==> config.mk <==
export PLATFORM = sky130hd
export DESIGN_NAME = fdt_discovery_read
export DESIGN_NICKNAME = d
export VERILOG_FILES = /design/src/rtl/fdt_pkg.sv /design/src/rtl/fdt_table_rom.sv /design/src/rtl/fdt_discovery_read.sv
export VERILOG_INCLUDE_DIRS = /design/src /design/src/rtl
export SDC_FILE = /design/constraint.sdc
export NUM_CORES = 1
export LEC_CHECK = 0
export BUFFER_PORTS_ARGS = -buffer_cell sky130_fd_sc_hd__buf_2
export CAP_MARGIN = 20
export CORE_MARGIN = 4
export CORE_UTILIZATION = 28
export DETAILED_ROUTE_END_ITERATION = 10
export GPL_ROUTABILITY_DRIVEN = 0
export PLACE_DENSITY = 0.46
export RECOVER_POWER = 100
export SLEW_MARGIN = 20
export SYNTH_ARGS = -nofsm -noshare
export SYNTH_HDL_FRONTEND = slang
export SYNTH_SLANG_ARGS = --single-unit
==> constraint.sdc <==
create_clock -name mclk -period 4.2 [get_ports mclk]
set_input_delay 0.63 -clock mclk [delete_from_list [all_inputs] [get_ports mclk]]
set_output_delay 0.63 -clock mclk [all_outputs]
set_load 0.05 [all_outputs]
==> src/rtl/fdt_consts.svh <==
// Purpose: Constants for the discovery-table read path
// Assumes: Included by its bare name from the table ROM and read-path modules
// Notes:   Timing counts are in serial clock edges, not mclk cycles
`ifndef FDT_CONSTS_SVH
`define FDT_CONSTS_SVH

// Instruction code of the discovery read; arbitrary default
`define FDT_CMD_CODE      8'h5A
`define FDT_CMD_BITS      5'h08
`define FDT_ADDR_BITS     5'h18
`define FDT_DUMMY_CYC     5'h08
`define FDT_TBL_AW        11
`define FDT_TBL_LAST      11'h7FF
`define FDT_BLANK_BYTE    8'hFF
`define FDT_CNT_RST       5'h00
`define FDT_BIT_RST       3'h0
`define FDT_BIT_LAST      3'h7

`endif

==> src/rtl/fdt_pkg.sv <==
// Purpose: Types shared by the discovery-table read path
// Assumes: fdt_consts.svh holds the numbers
// Notes:   One-hot state codes are written out
package fdt_pkg;

   typedef enum logic [5:0] {
      FDT_ST_IDLE  = 6'b00_0001,
      FDT_ST_CMD   = 6'b00_0010,
      FDT_ST_ADDR  = 6'b00_0100,
      FDT_ST_DUMMY = 6'b00_1000,
      FDT_ST_DATA  = 6'b01_0000,
      FDT_ST_SKIP  = 6'b10_0000
   } fdt_state_e;

   // Pin samples that cross into mclk together
   typedef struct packed {
      logic sclk;
      logic cs_n;
      logic din;
   } fdt_pins_s;

   // Straps reported in the first extended ID byte
   typedef struct packed {
      logic protect_alt;
      logic exec_basic;
      logic pin_reset;
   } fdt_idcfg_s;

endpackage

==> src/rtl/fdt_table_rom.sv <==
// Purpose: Read-only discovery table, 2048 bytes
// Assumes: Address already wrapped to table width
// Notes:   Undefined locations read as all ones
`timescale 1ns/1ps
`include "fdt_consts.svh"
module fdt_table_rom
   import fdt_pkg::*;
#(
   parameter int AW = `FDT_TBL_AW
)(
   input  wire logic [AW-1:0] addr,
   output logic      [7:0]    data
);

   always_comb begin
      case (addr)
         // Signature, revision and header count
         11'h000: data = 8'h53;
         11'h001: data = 8'h46;
         11'h002: data = 8'h44;
         11'h003: data = 8'h50;
         11'h004: data = 8'h00;
         11'h005: data = 8'h01;
         11'h006: data = 8'h00;
         // First parameter header
         11'h008: data = 8'h00;
         11'h009: data = 8'h00;
         11'h00A: data = 8'h01;
         11'h00B: data = 8'h09;
         11'h00C: data = 8'h30;
         11'h00D: data = 8'h00;
         11'h00E: data = 8'h00;
         // Erase size, granularity, no write enable needed
         11'h030: data = 8'hE5;
         11'h031: data = 8'h20;
         // Read modes, address bytes, double rate, density, fast read settings
         11'h032: data = 8'hFB;
         11'h037: data = 8'h1F;
         11'h038: data = 8'h29;
         11'h039: data = 8'hEB;
         11'h03A: data = 8'h27;
         11'h03B: data = 8'h6B;
         11'h03C: data = 8'h27;
         11'h03D: data = 8'h3B;
         11'h03E: data = 8'h27;
         11'h03F: data = 8'hBB;
         default: data = `FDT_BLANK_BYTE;
      endcase
   end

endmodule

==> src/rtl/fdt_discovery_read.sv <==
// Purpose: Discovery-table read path of a serial NOR flash
// Assumes: Serial mode 0/3, capture on rising, shift on falling edge
// Notes:   Pins are sampled by mclk; serial clock must be well below
//          a quarter of mclk so every edge is seen
// Functional notes
// - Select low, command on input line, 3 address bytes, 8 dummies
// - Address is always 3 bytes, whatever the array address mode
// - Output starts at received address, advancing one byte per byte
// - At the 2048-byte boundary output wraps to table address zero
// - Raising select ends the read; device stops driving three mclk later
// - Always a continuous burst; burst-wrap setting is ignored
// - Bytes 00h..03h return the four signature bytes
// - Revision, header count and reserved bytes 04h..07h
// - First parameter header fills bytes 08h..0Fh
// - Byte 30h: erase size, write granularity, reserved ones
// - Byte 30h bits 3,4 zero; byte 31h is the 4KB erase opcode
// - Byte 32h address capability; 33h..37h reserved and density
// - Byte 32h reports supported read modes and double rate
// - Bytes 38h,39h describe quad address-and-data fast read
// - Bytes 3Ah,3Bh describe quad-output fast read
// - Bytes 3Ch,3Dh describe dual-output fast read
// - Bytes 3Eh,3Fh describe dual address-and-data fast read
// - First extended ID byte: protection, execute-in-place, pin fields
// - Extended ID goes out only with the single-line ID command
`timescale 1ns/1ps
`include "fdt_consts.svh"
module fdt_discovery_read
   import fdt_pkg::*;
#(
   parameter logic [7:0] CMD_CODE = `FDT_CMD_CODE,
   parameter int         TBL_AW   = `FDT_TBL_AW
)(
   input  wire logic       mclk,
   input  wire logic       rst,
   input  wire logic       sclk_pin,
   input  wire logic       cs_n_pin,
   input  wire logic       serial_line_zero,
   input  wire logic       block_protect_scheme,
   input  wire logic       execute_in_place,
   input  wire logic       shared_pin_reset,
   output logic            data_out_ff,
   output logic            data_oe_n_ff,
   output logic            busy_ff,
   output logic [7:0]      ext_id_ff
);

   fdt_pins_s         pins_in;
   fdt_pins_s         sy1_ff;
   fdt_pins_s         sy2_ff;
   logic              sclk_d_ff;
   logic              sclk_rise;
   logic              sclk_fall;
   logic              sel;
   fdt_state_e        state_ff;
   fdt_state_e        nxt_state;
   logic [4:0]        cnt_ff;
   logic [7:0]        cmd_sh_ff;
   logic [7:0]        cmd_word;
   logic [TBL_AW-1:0] addr_ff;
   logic [2:0]        bit_idx_ff;
   logic [7:0]        rom_byte;
   fdt_idcfg_s        idcfg;

   function automatic logic [TBL_AW-1:0] inc_addr(
      input logic [TBL_AW-1:0] a
   );
      // Natural overflow of the table width gives the wrap
      inc_addr = a + {{(TBL_AW-1){1'b0}}, 1'b1};
   endfunction

   function automatic logic last_cnt(
      input logic [4:0] c,
      input logic [4:0] len
   );
      last_cnt = (c == (len - 5'h01));
   endfunction

   assign pins_in = '{sclk: sclk_pin, cs_n: cs_n_pin,
                      din: serial_line_zero};

   // Two-stage synchroniser; only stage two is looked at
   always_ff @(posedge mclk) begin
      if (rst) begin
         sy1_ff <= '{sclk: 1'b0, cs_n: 1'b1, din: 1'b0};
         sy2_ff <= '{sclk: 1'b0, cs_n: 1'b1, din: 1'b0};
      end else begin
         sy1_ff <= pins_in;
         sy2_ff <= sy1_ff;
      end
   end

   always_ff @(posedge mclk) begin
      if (rst) begin
         sclk_d_ff <= 1'b0;
      end else begin
         sclk_d_ff <= sy2_ff.sclk;
      end
   end

   assign sclk_rise = sy2_ff.sclk & ~sclk_d_ff;
   assign sclk_fall = ~sy2_ff.sclk & sclk_d_ff;
   assign sel       = ~sy2_ff.cs_n;
   assign cmd_word  = {cmd_sh_ff[6:0], sy2_ff.din};

   always_comb begin
      nxt_state = state_ff;
      if (!sel) begin
         nxt_state = FDT_ST_IDLE;
      end else begin
         case (state_ff)
            FDT_ST_IDLE: begin
               nxt_state = FDT_ST_CMD;
            end
            FDT_ST_CMD: begin
               if (sclk_rise && last_cnt(cnt_ff, `FDT_CMD_BITS)) begin
                  // Foreign commands are left to other blocks
                  nxt_state = (cmd_word == CMD_CODE) ? FDT_ST_ADDR
                                                     : FDT_ST_SKIP;
               end
            end
            FDT_ST_ADDR: begin
               // Three bytes regardless of array address mode
               if (sclk_rise && last_cnt(cnt_ff, `FDT_ADDR_BITS)) begin
                  nxt_state = FDT_ST_DUMMY;
               end
            end
            FDT_ST_DUMMY: begin
               if (sclk_rise && last_cnt(cnt_ff, `FDT_DUMMY_CYC)) begin
                  nxt_state = FDT_ST_DATA;
               end
            end
            FDT_ST_DATA: begin
               nxt_state = FDT_ST_DATA;
            end
            FDT_ST_SKIP: begin
               nxt_state = FDT_ST_SKIP;
            end
            default: begin
               nxt_state = FDT_ST_IDLE;
            end
         endcase
      end
   end

   always_ff @(posedge mclk) begin
      if (rst) begin
         state_ff <= FDT_ST_IDLE;
      end else begin
         state_ff <= nxt_state;
      end
   end

   // Phase counter restarts on every phase change
   always_ff @(posedge mclk) begin
      if (rst) begin
         cnt_ff <= `FDT_CNT_RST;
      end else if (!sel || nxt_state != state_ff) begin
         cnt_ff <= `FDT_CNT_RST;
      end else if (sclk_rise) begin
         cnt_ff <= cnt_ff + 5'h01;
      end
   end

   always_ff @(posedge mclk) begin
      if (rst) begin
         cmd_sh_ff <= 8'h00;
      end else if (state_ff == FDT_ST_CMD && sclk_rise) begin
         cmd_sh_ff <= cmd_word;
      end
   end

   // Only the low table bits of the 24-bit address are kept
   always_ff @(posedge mclk) begin
      if (rst) begin
         addr_ff <= '0;
      end else if (state_ff == FDT_ST_ADDR && sclk_rise) begin
         addr_ff <= {addr_ff[TBL_AW-2:0], sy2_ff.din};
      end else if (state_ff == FDT_ST_DATA && sel && sclk_fall
                   && bit_idx_ff == `FDT_BIT_LAST) begin
         addr_ff <= inc_addr(addr_ff);
      end
   end

   fdt_table_rom #(
      .AW   (TBL_AW)
   ) u_rom (
      .addr (addr_ff),
      .data (rom_byte)
   );

   // Shift out MSB first on falling edges; release as soon as deselected
   always_ff @(posedge mclk) begin
      if (rst) begin
         data_out_ff  <= 1'b0;
         data_oe_n_ff <= 1'b1;
         bit_idx_ff   <= `FDT_BIT_RST;
      end else if (!sel || state_ff != FDT_ST_DATA) begin
         data_out_ff  <= 1'b0;
         data_oe_n_ff <= 1'b1;
         bit_idx_ff   <= `FDT_BIT_RST;
      end else if (sclk_fall) begin
         data_out_ff  <= rom_byte[~bit_idx_ff];
         data_oe_n_ff <= 1'b0;
         bit_idx_ff   <= bit_idx_ff + 3'h1;
      end
   end

   always_ff @(posedge mclk) begin
      if (rst) begin
         busy_ff <= 1'b0;
      end else begin
         busy_ff <= (nxt_state != FDT_ST_IDLE);
      end
   end

   assign idcfg = '{protect_alt: block_protect_scheme,
                    exec_basic:  execute_in_place,
                    pin_reset:   shared_pin_reset};

   // Handed to the ID command block; reserved bits read zero
   always_ff @(posedge mclk) begin
      if (rst) begin
         ext_id_ff <= 8'h00;
      end else begin
         ext_id_ff <= {2'b00, idcfg.protect_alt, idcfg.exec_basic,
                       idcfg.pin_reset, 1'b0, 2'b00};
      end
   end
endmodule

# Word level (Yosys, flattened, before mapping)
# Memories as Yosys holds them, arrays and structs flattened. A register that Yosys moved wholly into a read port is not among the register bits.
# Index checks and enable logic that the tools add are counted.
# op_classes
add_sub_neg,3
mul,0
div,0
magnitude_cmp,1
eq_ne,13
shifts,0
muxes,13
bitwise_logic,6
reduce_logical,13
# op_table
op,n
2-to-1 mux 6 bit,7
case mux 6 bit (6 select lines),1
2-to-1 mux 11 bit,2
"adder 11 x 1 -> 11 bit, second input constant",1
"equality test 8 x 7 -> 1 bit, second input constant",1
2-to-1 mux 8 bit,1
logical AND 1 bit,7
"equality test 6 x 1 -> 1 bit, second input constant",1
"equality test 6 x 2 -> 1 bit, second input constant",1
"equality test 6 x 3 -> 1 bit, second input constant",1
"equality test 6 x 4 -> 1 bit, second input constant",1
"equality test 6 x 5 -> 1 bit, second input constant",1
"equality test 6 bit, second input constant",1
"!= test 6 x 1 -> 1 bit, second input constant",1
"!= test 6 x 5 -> 1 bit, second input constant",1
!= test 6 bit,1
"adder 5 x 1 -> 5 bit, second input constant",1
"equality test 5 x 3 -> 1 bit, second input constant",1
"equality test 5 bit, second input constant",1
zero test 5 bit,1
"less-than comparator 3 x 4 -> 1 bit, second input constant",1
OR reduction 2 bit,2
"adder 3 x 1 -> 3 bit, second input constant",1
binary-select mux 1 bit (select 3 bit),1
other kinds (7),11
# totals
reg_bits,50
latch_bits,0
ramBits,0
rom_bits,512
out_inout_bits,11
wordCells,67
n_memories,1
# mem_list
memory,depth,width,rd,rd_clocked_by_memory_dff,wr,line_no,rtl
(name not given),64,8,1,1,0,fdt_table_rom.sv:16,case (addr)

# Logic depth before layout (Yosys ltp)
# Gate-level depths: netlist of run 1.
# logic_depth
word_depth,9
ltp_mapped,13
ltp_nobuf,12

# Modules after synthesis
# A second synthesis of run 1 with hierarchy kept.
# hier_totals
hier_cells,314
hier_area_um2,2775.2
# by_module_without_submodules
module,n_inst,cells_per_inst,area_each_um2
fdt_discovery_read,1,247,2229.6
fdt_table_rom,1,67,545.5

# Worst setup path before layout of run 1
# No wires, ideal clock.
# synth_timing
kind,reg2reg
start,reg state_ff[0]
end,reg (tool-made name)
setup_time_ns,0.120
arrival_ns,3.008
required_ns,4.080
setup_slack_ns,1.073
stages_incl_launch_ff,12
synth_period_minus_slack_ns,3.127
path_cell_list,dfxtp_1 clkbuf_1 or4_4 nor3_4 buf_4 nor3_1 a2111oi_2 ha_1 a21boi_0 o311ai_1 a21boi_0 a211o_1
# synth_rtl
element,line_no,rtl
start: declaration,fdt_discovery_read.sv:54,fdt_state_e state_ff;
start signal: assignment,fdt_discovery_read.sv:149,state_ff <= nxt_state;

==> results.cfg, run 1 <==
[clock_tree]
cts_resized = 0
cts_tree = done
clk_pin_slew_ns = 0.10
root_buffer = clkbuf_8
cts.path.max_buffers = 2
cts_setup_buffers = 0
clk_latency_ns = 0.31
clock-sinks = 53
cts.htree.levels = 2
hold_buffers = 0
cts_made_buffers = 5

[critical_path]
reg2reg_slack_ns = 0.60
path_cells = or3b_2 -> nor3_4 -> nor3_1 -> a2111oi_2 -> ha_1 -> a21boi_0 -> o311ai_0 -> a21boi_0 -> a211o_1
cp.depth = 9
worstPathArrival_ns = 3.79
path_class = reg2reg
critPathSlowestCell = a2111oi_2
crit_path_start_kind = register
critPathBufInv = 0
critPathLaunch = state_ff[4]$_SDFF_PP0_
cp_max_fo = 12
critPathRequiredTime_ns = 4.40
r2r-start = state_ff[4]$_SDFF_PP0_
critPathTopFamily = compound AO/OA/AOI/OAI gates
end_kind = register
cp_common_cell = a21boi_0
crit_path_max_incr_delay_ns = 0.64
reg2regPathDepth = 9

[min_path]
min-delay-start = sy1_ff[1]$_SDFF_PP1_
hp-class = reg2reg

[layout]
diodes = 0
final_common_cell = dfxtp_1
final_area_um2 = 3097
layout_common_cells = dfxtp_1, nor2_1, nand2_1, mux2i_1
drive_gt1_frac = 0.1021
nNetsFinal = 352
syn_to_final_growth_pct = 6.819
layout.cells.non_filler = 466

[synthesis]
synth_flop_cell = dfxtp_1
yosys.area_share.simple = 0.2559
synth_compound_area_frac = 0.1675
synth_top_family_by_area = simple AND/OR/NAND/NOR gates
synthAdderAreaFrac = 0.05179
synth_warnings = 0
synth-edff-count = 0
ys_ff_latch = 53
async_flop_share = 0
synth_area_um2 = 2899
synthMuxAreaShare = 0.07208
synth.avg_cell_area_um2 = 8.866
yosysSeqAreaShare = 0.3660
synthXorXnorAreaFrac = 0.02719
synth_cell_types = 66
syn_inst = 327

[power]
intPower_uw = 636.2
p_clk_frac = 0.351
seqPwrFrac = 0.601
irDropWorstVdd_mv = 0.1127
p_switching_uw = 214.4
combPwrFrac = 0.048
power.density_nw_per_um2 = 274.7
p_leak_uw = 0.001162
switching_share = 0.2521

[die]
rows = 36
die_y_um = 109.8
num_io_pins = 19
die_w_um = 109.8
coreArea_um2 = 9910
dieArea_um2 = 12050
initial_core_util = 0.2926

[detailed_routing]
drcViolationCount = 0
drtAntennaViolNets = 0
routedWlPerCell_um = 13.61
dr.pass1.iters = 4
routed_wl_um = 6340
drt_iter0_drc = 118
num_vias = 2310
vias_per_cell = 4.957

[global_route]
grt_max_degree = 23
track_usage = 0.1108
grt_overflow = 0
antenna_found_initial = 0
grt_pass1_vias = 2165
grt_pass1_wl_um = 10740

[sta]
min_period_ns = 3.596
slew_viol_final = 0
grt_setup_unrepaired = no
fin_skew_ns = 0.009946
tns_ns = 0
hold_violations = 0
tightest_slew_ns = 1.062
hold_ws_ns = 0.4341
fmax_mhz = 278.1
maxSlewHeadroom = 0.2922
period_share = 0.8562
setup_viol = 0
setup_slack_ns = 0.6040

[run]
maxCapViolations = 0

[place]
dp_cells = 458
placedInstanceArea_um2 = 3044
io_buffers = 13
dp_hpwl_um = 4600
dp_slack_ns = 0.6821

[run_status]
status = finished clean
[final cells by class]
class	count	area, µm²
Fill cell	1069	6813
Multi-Input combinational cell	244	1663
Sequential cell	53	1061
Tap cell	133	166.4
Timing Repair Buffer	16	71.32
Clock buffer	5	68.82
Inverter	12	45.04
Clock inverter	3	21.27
[kinds of logic (layout without fill, tap and decap cells)]
family | Yosys count | in the layout
AND/OR/NAND/NOR | 135 | 135
AO/OA/AOI/OAI | 65 | 65
flip-flops | 53 | 53
buffers and inverters | 34 | 36
multiplexers | 18 | 18
adder cells (fa/ha/maj) | 12 | 12
XOR/XNOR | 9 | 9
other | 1 | 5
[layer usage]
layer | vias up | global-route usage | part of all wire
met5 | - | 0 | 0
met2 | 46 | 0.1774 | 0.46
met3 | 4 | 0.01938 | 0.040
met1 | 1088 | 0.1513 | 0.49
met4 | 0 | 0.03473 | 0.010
li1 | 1172 | - | -
[power by group through the flow]
stage / sequential [µW] / combinational, µW / clock [µW]
after floorplan: 527 / 31.9 / 0
after global placement: 523 / 43.0 / 0
after detailed placement: 523 / 42.6 / 0
after CTS: 512 / 42.7 / 315
after global routing: 513 / 44.7 / 328
final: 511 / 41.0 / 298
[worst register-to-register path, delay by kind of cell (launching register included)]
family / cells / cell delay (ns)
AOI/OAI and AO/OA: 5 / 1.61
adders and majority gates: 1 / 0.25
and+or+nand+nor: 3 / 1.11
DFF: 1 / 0.51
[per-stage QoR]
| stage | power (µW) | util |
|---|---|---|
| finish | 850.7 | 0.3125 |
| global route | 885.3 | 0.3125 |
| CTS | 869.6 | 0.3163 |
| detailed placement | 565.6 | 0.3072 |
| global placement | 565.9 | 0.3072 |
| floorplan | 559.2 | - |
[Yosys cell counts (2+ instances only)]
| library cell | count | share of area |
|---|---|---|
| a211o_1 | 3 | 0.0091 |
| a21boi_0 | 2 | 0.0052 |
| a21o_1 | 3 | 0.0078 |
| a21oi_1 | 10 | 0.017 |
| a22oi_1 | 2 | 0.0052 |
| a31oi_1 | 6 | 0.013 |
| a32oi_1 | 4 | 0.012 |
| and3_1 | 2 | 0.0043 |
| and4_1 | 3 | 0.0091 |
| buf_2 | 3 | 0.0052 |
| buf_4 | 6 | 0.016 |
| buf_6 | 2 | 0.0078 |
| clkbuf_1 | 11 | 0.014 |
| dfxtp_1 | 53 | 0.37 |
| ha_1 | 12 | 0.052 |
| inv_1 | 11 | 0.014 |
| mux2_2 | 3 | 0.012 |
| mux2i_1 | 13 | 0.045 |
| mux4_2 | 2 | 0.016 |
| nand2_1 | 29 | 0.038 |
| nand2b_1 | 3 | 0.0065 |
| nand3_1 | 9 | 0.016 |
| nand3b_1 | 3 | 0.0078 |
| nand4_1 | 5 | 0.011 |
| nand4b_1 | 3 | 0.0091 |
| nor2_1 | 33 | 0.043 |
| nor2b_1 | 12 | 0.026 |
| nor3_1 | 6 | 0.010 |
| nor3b_1 | 2 | 0.0052 |
| nor4_1 | 3 | 0.0065 |
| nor4bb_1 | 2 | 0.0069 |
| o211ai_1 | 3 | 0.0078 |
| o21a_1 | 5 | 0.013 |
| o21ai_0 | 11 | 0.019 |
| o22ai_1 | 3 | 0.0065 |
| or2_2 | 2 | 0.0043 |
| or3_1 | 5 | 0.011 |
| or3b_2 | 2 | 0.0060 |
| xor2_1 | 8 | 0.024 |
[how the worst min path moves through the flow]
stage	slack, ns	cells past startpoint	end
floorplan	0.39	1	sy2_ff[1]$_SDFF_PP1_
global placement	0.40	1	sy2_ff[1]$_SDFF_PP1_
detailed placement	0.41	1	sy2_ff[1]$_SDFF_PP1_
CTS	0.44	1	sy2_ff[1]$_SDFF_PP1_
global route	0.46	1	sy2_ff[1]$_SDFF_PP1_
finish	0.43	1	sy2_ff[1]$_SDFF_PP1_
Power figures use the tool's default switching activity.
==> run 2, diff against run 1 <==
--- a/config.mk
+++ b/config.mk
@@ -14,6 +14,7 @@
 export GPL_ROUTABILITY_DRIVEN = 0
 export PLACE_DENSITY = 0.46
 export RECOVER_POWER = 100
+export REMOVE_ABC_BUFFERS = 1
 export SLEW_MARGIN = 20
 export SYNTH_ARGS = -nofsm -noshare
 export SYNTH_HDL_FRONTEND = slang
==> run 2 against run 1 <==
Effect of this change:
- total power grew 0.71%
- worst setup slack lost 0.052 ns
- clock power grew 2%
- global-route usage is essentially flat
- clock skew shrank 0.0021 ns
- flip-flop and latch count is the same
- register-to-register slack lost 0.05 ns
- routed wire length shrank 1.4%
- largest power group unchanged
==> results.cfg, run 2 (synthesized netlist as in run 1, its figures left out) <==
[sta]
tns_ns = 0
hold_violations = 0
period_share = 0.8685
min_period_ns = 3.648
grt_setup_unrepaired = no
fmax_mhz = 274.2
setup_viol = 0
slew_viol_final = 0
maxSlewHeadroom = 0.1968
setup_slack_ns = 0.5524
fin_skew_ns = 0.007869
tightest_slew_ns = 1.205

[power]
intPower_uw = 651.4
combPwrFrac = 0.048
switching_share = 0.2397
power_uw = 856.7
seqPwrFrac = 0.597
power.density_nw_per_um2 = 276.1
irDropWorstVdd_mv = 0.1201
p_clk_frac = 0.355
p_switching_uw = 205.3
p_leak_uw = 0.001169

[critical_path]
r2r-start = state_ff[4]$_SDFF_PP0_
cp_common_cell = a21boi_0
critPathBufInv = 0
worstPathArrival_ns = 3.85
critPathRequiredTime_ns = 4.40
critPathTopFamily = compound AO/OA/AOI/OAI gates
path_cells = or3b_2 -> nor3_4 -> nor3_1 -> a2111oi_2 -> ha_1 -> a21boi_0 -> o311ai_0 -> a21boi_0 -> a211o_1
crit_path_max_incr_delay_ns = 0.64
cp.depth = 9
crit_path_start_kind = register
reg2reg_slack_ns = 0.55
reg2regPathDepth = 9
path_class = reg2reg
cp_max_fo = 12
critPathSlowestCell = a2111oi_2
end_kind = register

[global_route]
grt_overflow = 0
track_usage = 0.1108
grt_pass1_vias = 2161
antenna_found_initial = 0
grt_pass1_wl_um = 10680
grt_max_degree = 26

[clock_tree]
root_buffer = clkbuf_8
cts.htree.levels = 2
hold_buffers = 0
cts_setup_buffers = 0
cts_resized = 0
cts_made_buffers = 5
clk_pin_slew_ns = 0.10
clk_latency_ns = 0.31
clock-sinks = 53
cts_tree = done
cts.path.max_buffers = 2

[die]
die_y_um = 109.8
coreArea_um2 = 9910
dieArea_um2 = 12050
rows = 36
num_io_pins = 19
initial_core_util = 0.2926
die_w_um = 109.8

[place]
placedInstanceArea_um2 = 3044
dp_cells = 458
io_buffers = 13
dp_hpwl_um = 4569
dp_slack_ns = 0.6490

[run_status]
status = finished clean

[layout]
fill_cells = 1067
nNetsFinal = 352
final_area_um2 = 3103
layout_common_cells = dfxtp_1, nor2_1, nand2_1, mux2i_1
diodes = 0
drive_gt1_frac = 0.1021
final_common_cell = dfxtp_1
layout.cells.non_filler = 466
syn_to_final_growth_pct = 7.035

[detailed_routing]
dr.pass1.iters = 4
drt_iter0_drc = 107
drtAntennaViolNets = 0
num_vias = 2300
vias_per_cell = 4.936
routedWlPerCell_um = 13.41
routed_wl_um = 6249
drcViolationCount = 0

[run]
maxCapViolations = 0

[min_path]
worstHoldEndpoint = sy2_ff[1]$_SDFF_PP1_
whs_path_depth = 1
min-delay-start = sy1_ff[1]$_SDFF_PP1_
hp-class = reg2reg
-- run 2: how the worst max path moves through the flow --
| stage | from | end | slack [ns] |
|---|---|---|---|
| after floorplan | state_ff[2]$_SDFF_PP0_ | register | 1.06 |
| after global placement | state_ff[4]$_SDFF_PP0_ | register | 0.74 |
| after detailed placement | state_ff[4]$_SDFF_PP0_ | register | 0.65 |
| after CTS | state_ff[4]$_SDFF_PP0_ | register | 0.59 |
| after global routing | state_ff[4]$_SDFF_PP0_ | register | 0.16 |
| final | state_ff[4]$_SDFF_PP0_ | register | 0.55 |
-- run 2: metal layers --
metal  vias to the layer above  track usage  wire length (µm)  part of all wire
li1                       1171            -                 -                 -
met1                      1076       0.1548              3229              0.52
met2                        46       0.1678              2694              0.43
met3                         7      0.02114               218             0.035
met4                         0      0.04274               107             0.017
met5                         -            0                 0                 0
-- run 2: power by group through the flow --
| stage | Sequential [µW] | Combinational, µW | Clock [µW] |
|---|---|---|---|
| after floorplan | 528 | 22.2 | 0 |
| after global placement | 523 | 42.6 | 0 |
| after detailed placement | 523 | 42.5 | 0 |
| after CTS | 511 | 42.6 | 324 |
| after global routing | 512 | 44.2 | 341 |
| final | 511 | 41.0 | 304 |
-- run 2: cell type report --
class	instances	area, µm²	share of cell area
Multi-Input combinational cell	244	1663	0.5359
Sequential cell	53	1061	0.3419
Tap cell	133	166.4	0.05363
Clock buffer	6	82.58	0.02661
Timing Repair Buffer	16	71.32	0.02298
Inverter	12	45.04	0.01452
Clock inverter	2	13.76	0.004435
-- run 2: worst reg2reg max path, stage by stage (launching register included) --
cell	delay, ns
dfxtp_1	0.51
or3b_2	0.53
nor3_4	0.44
nor3_1	0.15
a2111oi_2	0.64
ha_1	0.26
a21boi_0	0.24
o311ai_0	0.29
a21boi_0	0.22
a211o_1	0.26
-- run 2: metrics by stage --
stage,hold slack (ns),utilization
after detailed placement,0.4165,0.3072
after floorplan,0.3895,-
after CTS,0.4324,0.3169
after global placement,0.4154,0.3072
final,0.4353,0.3131
after global routing,0.4510,0.3131
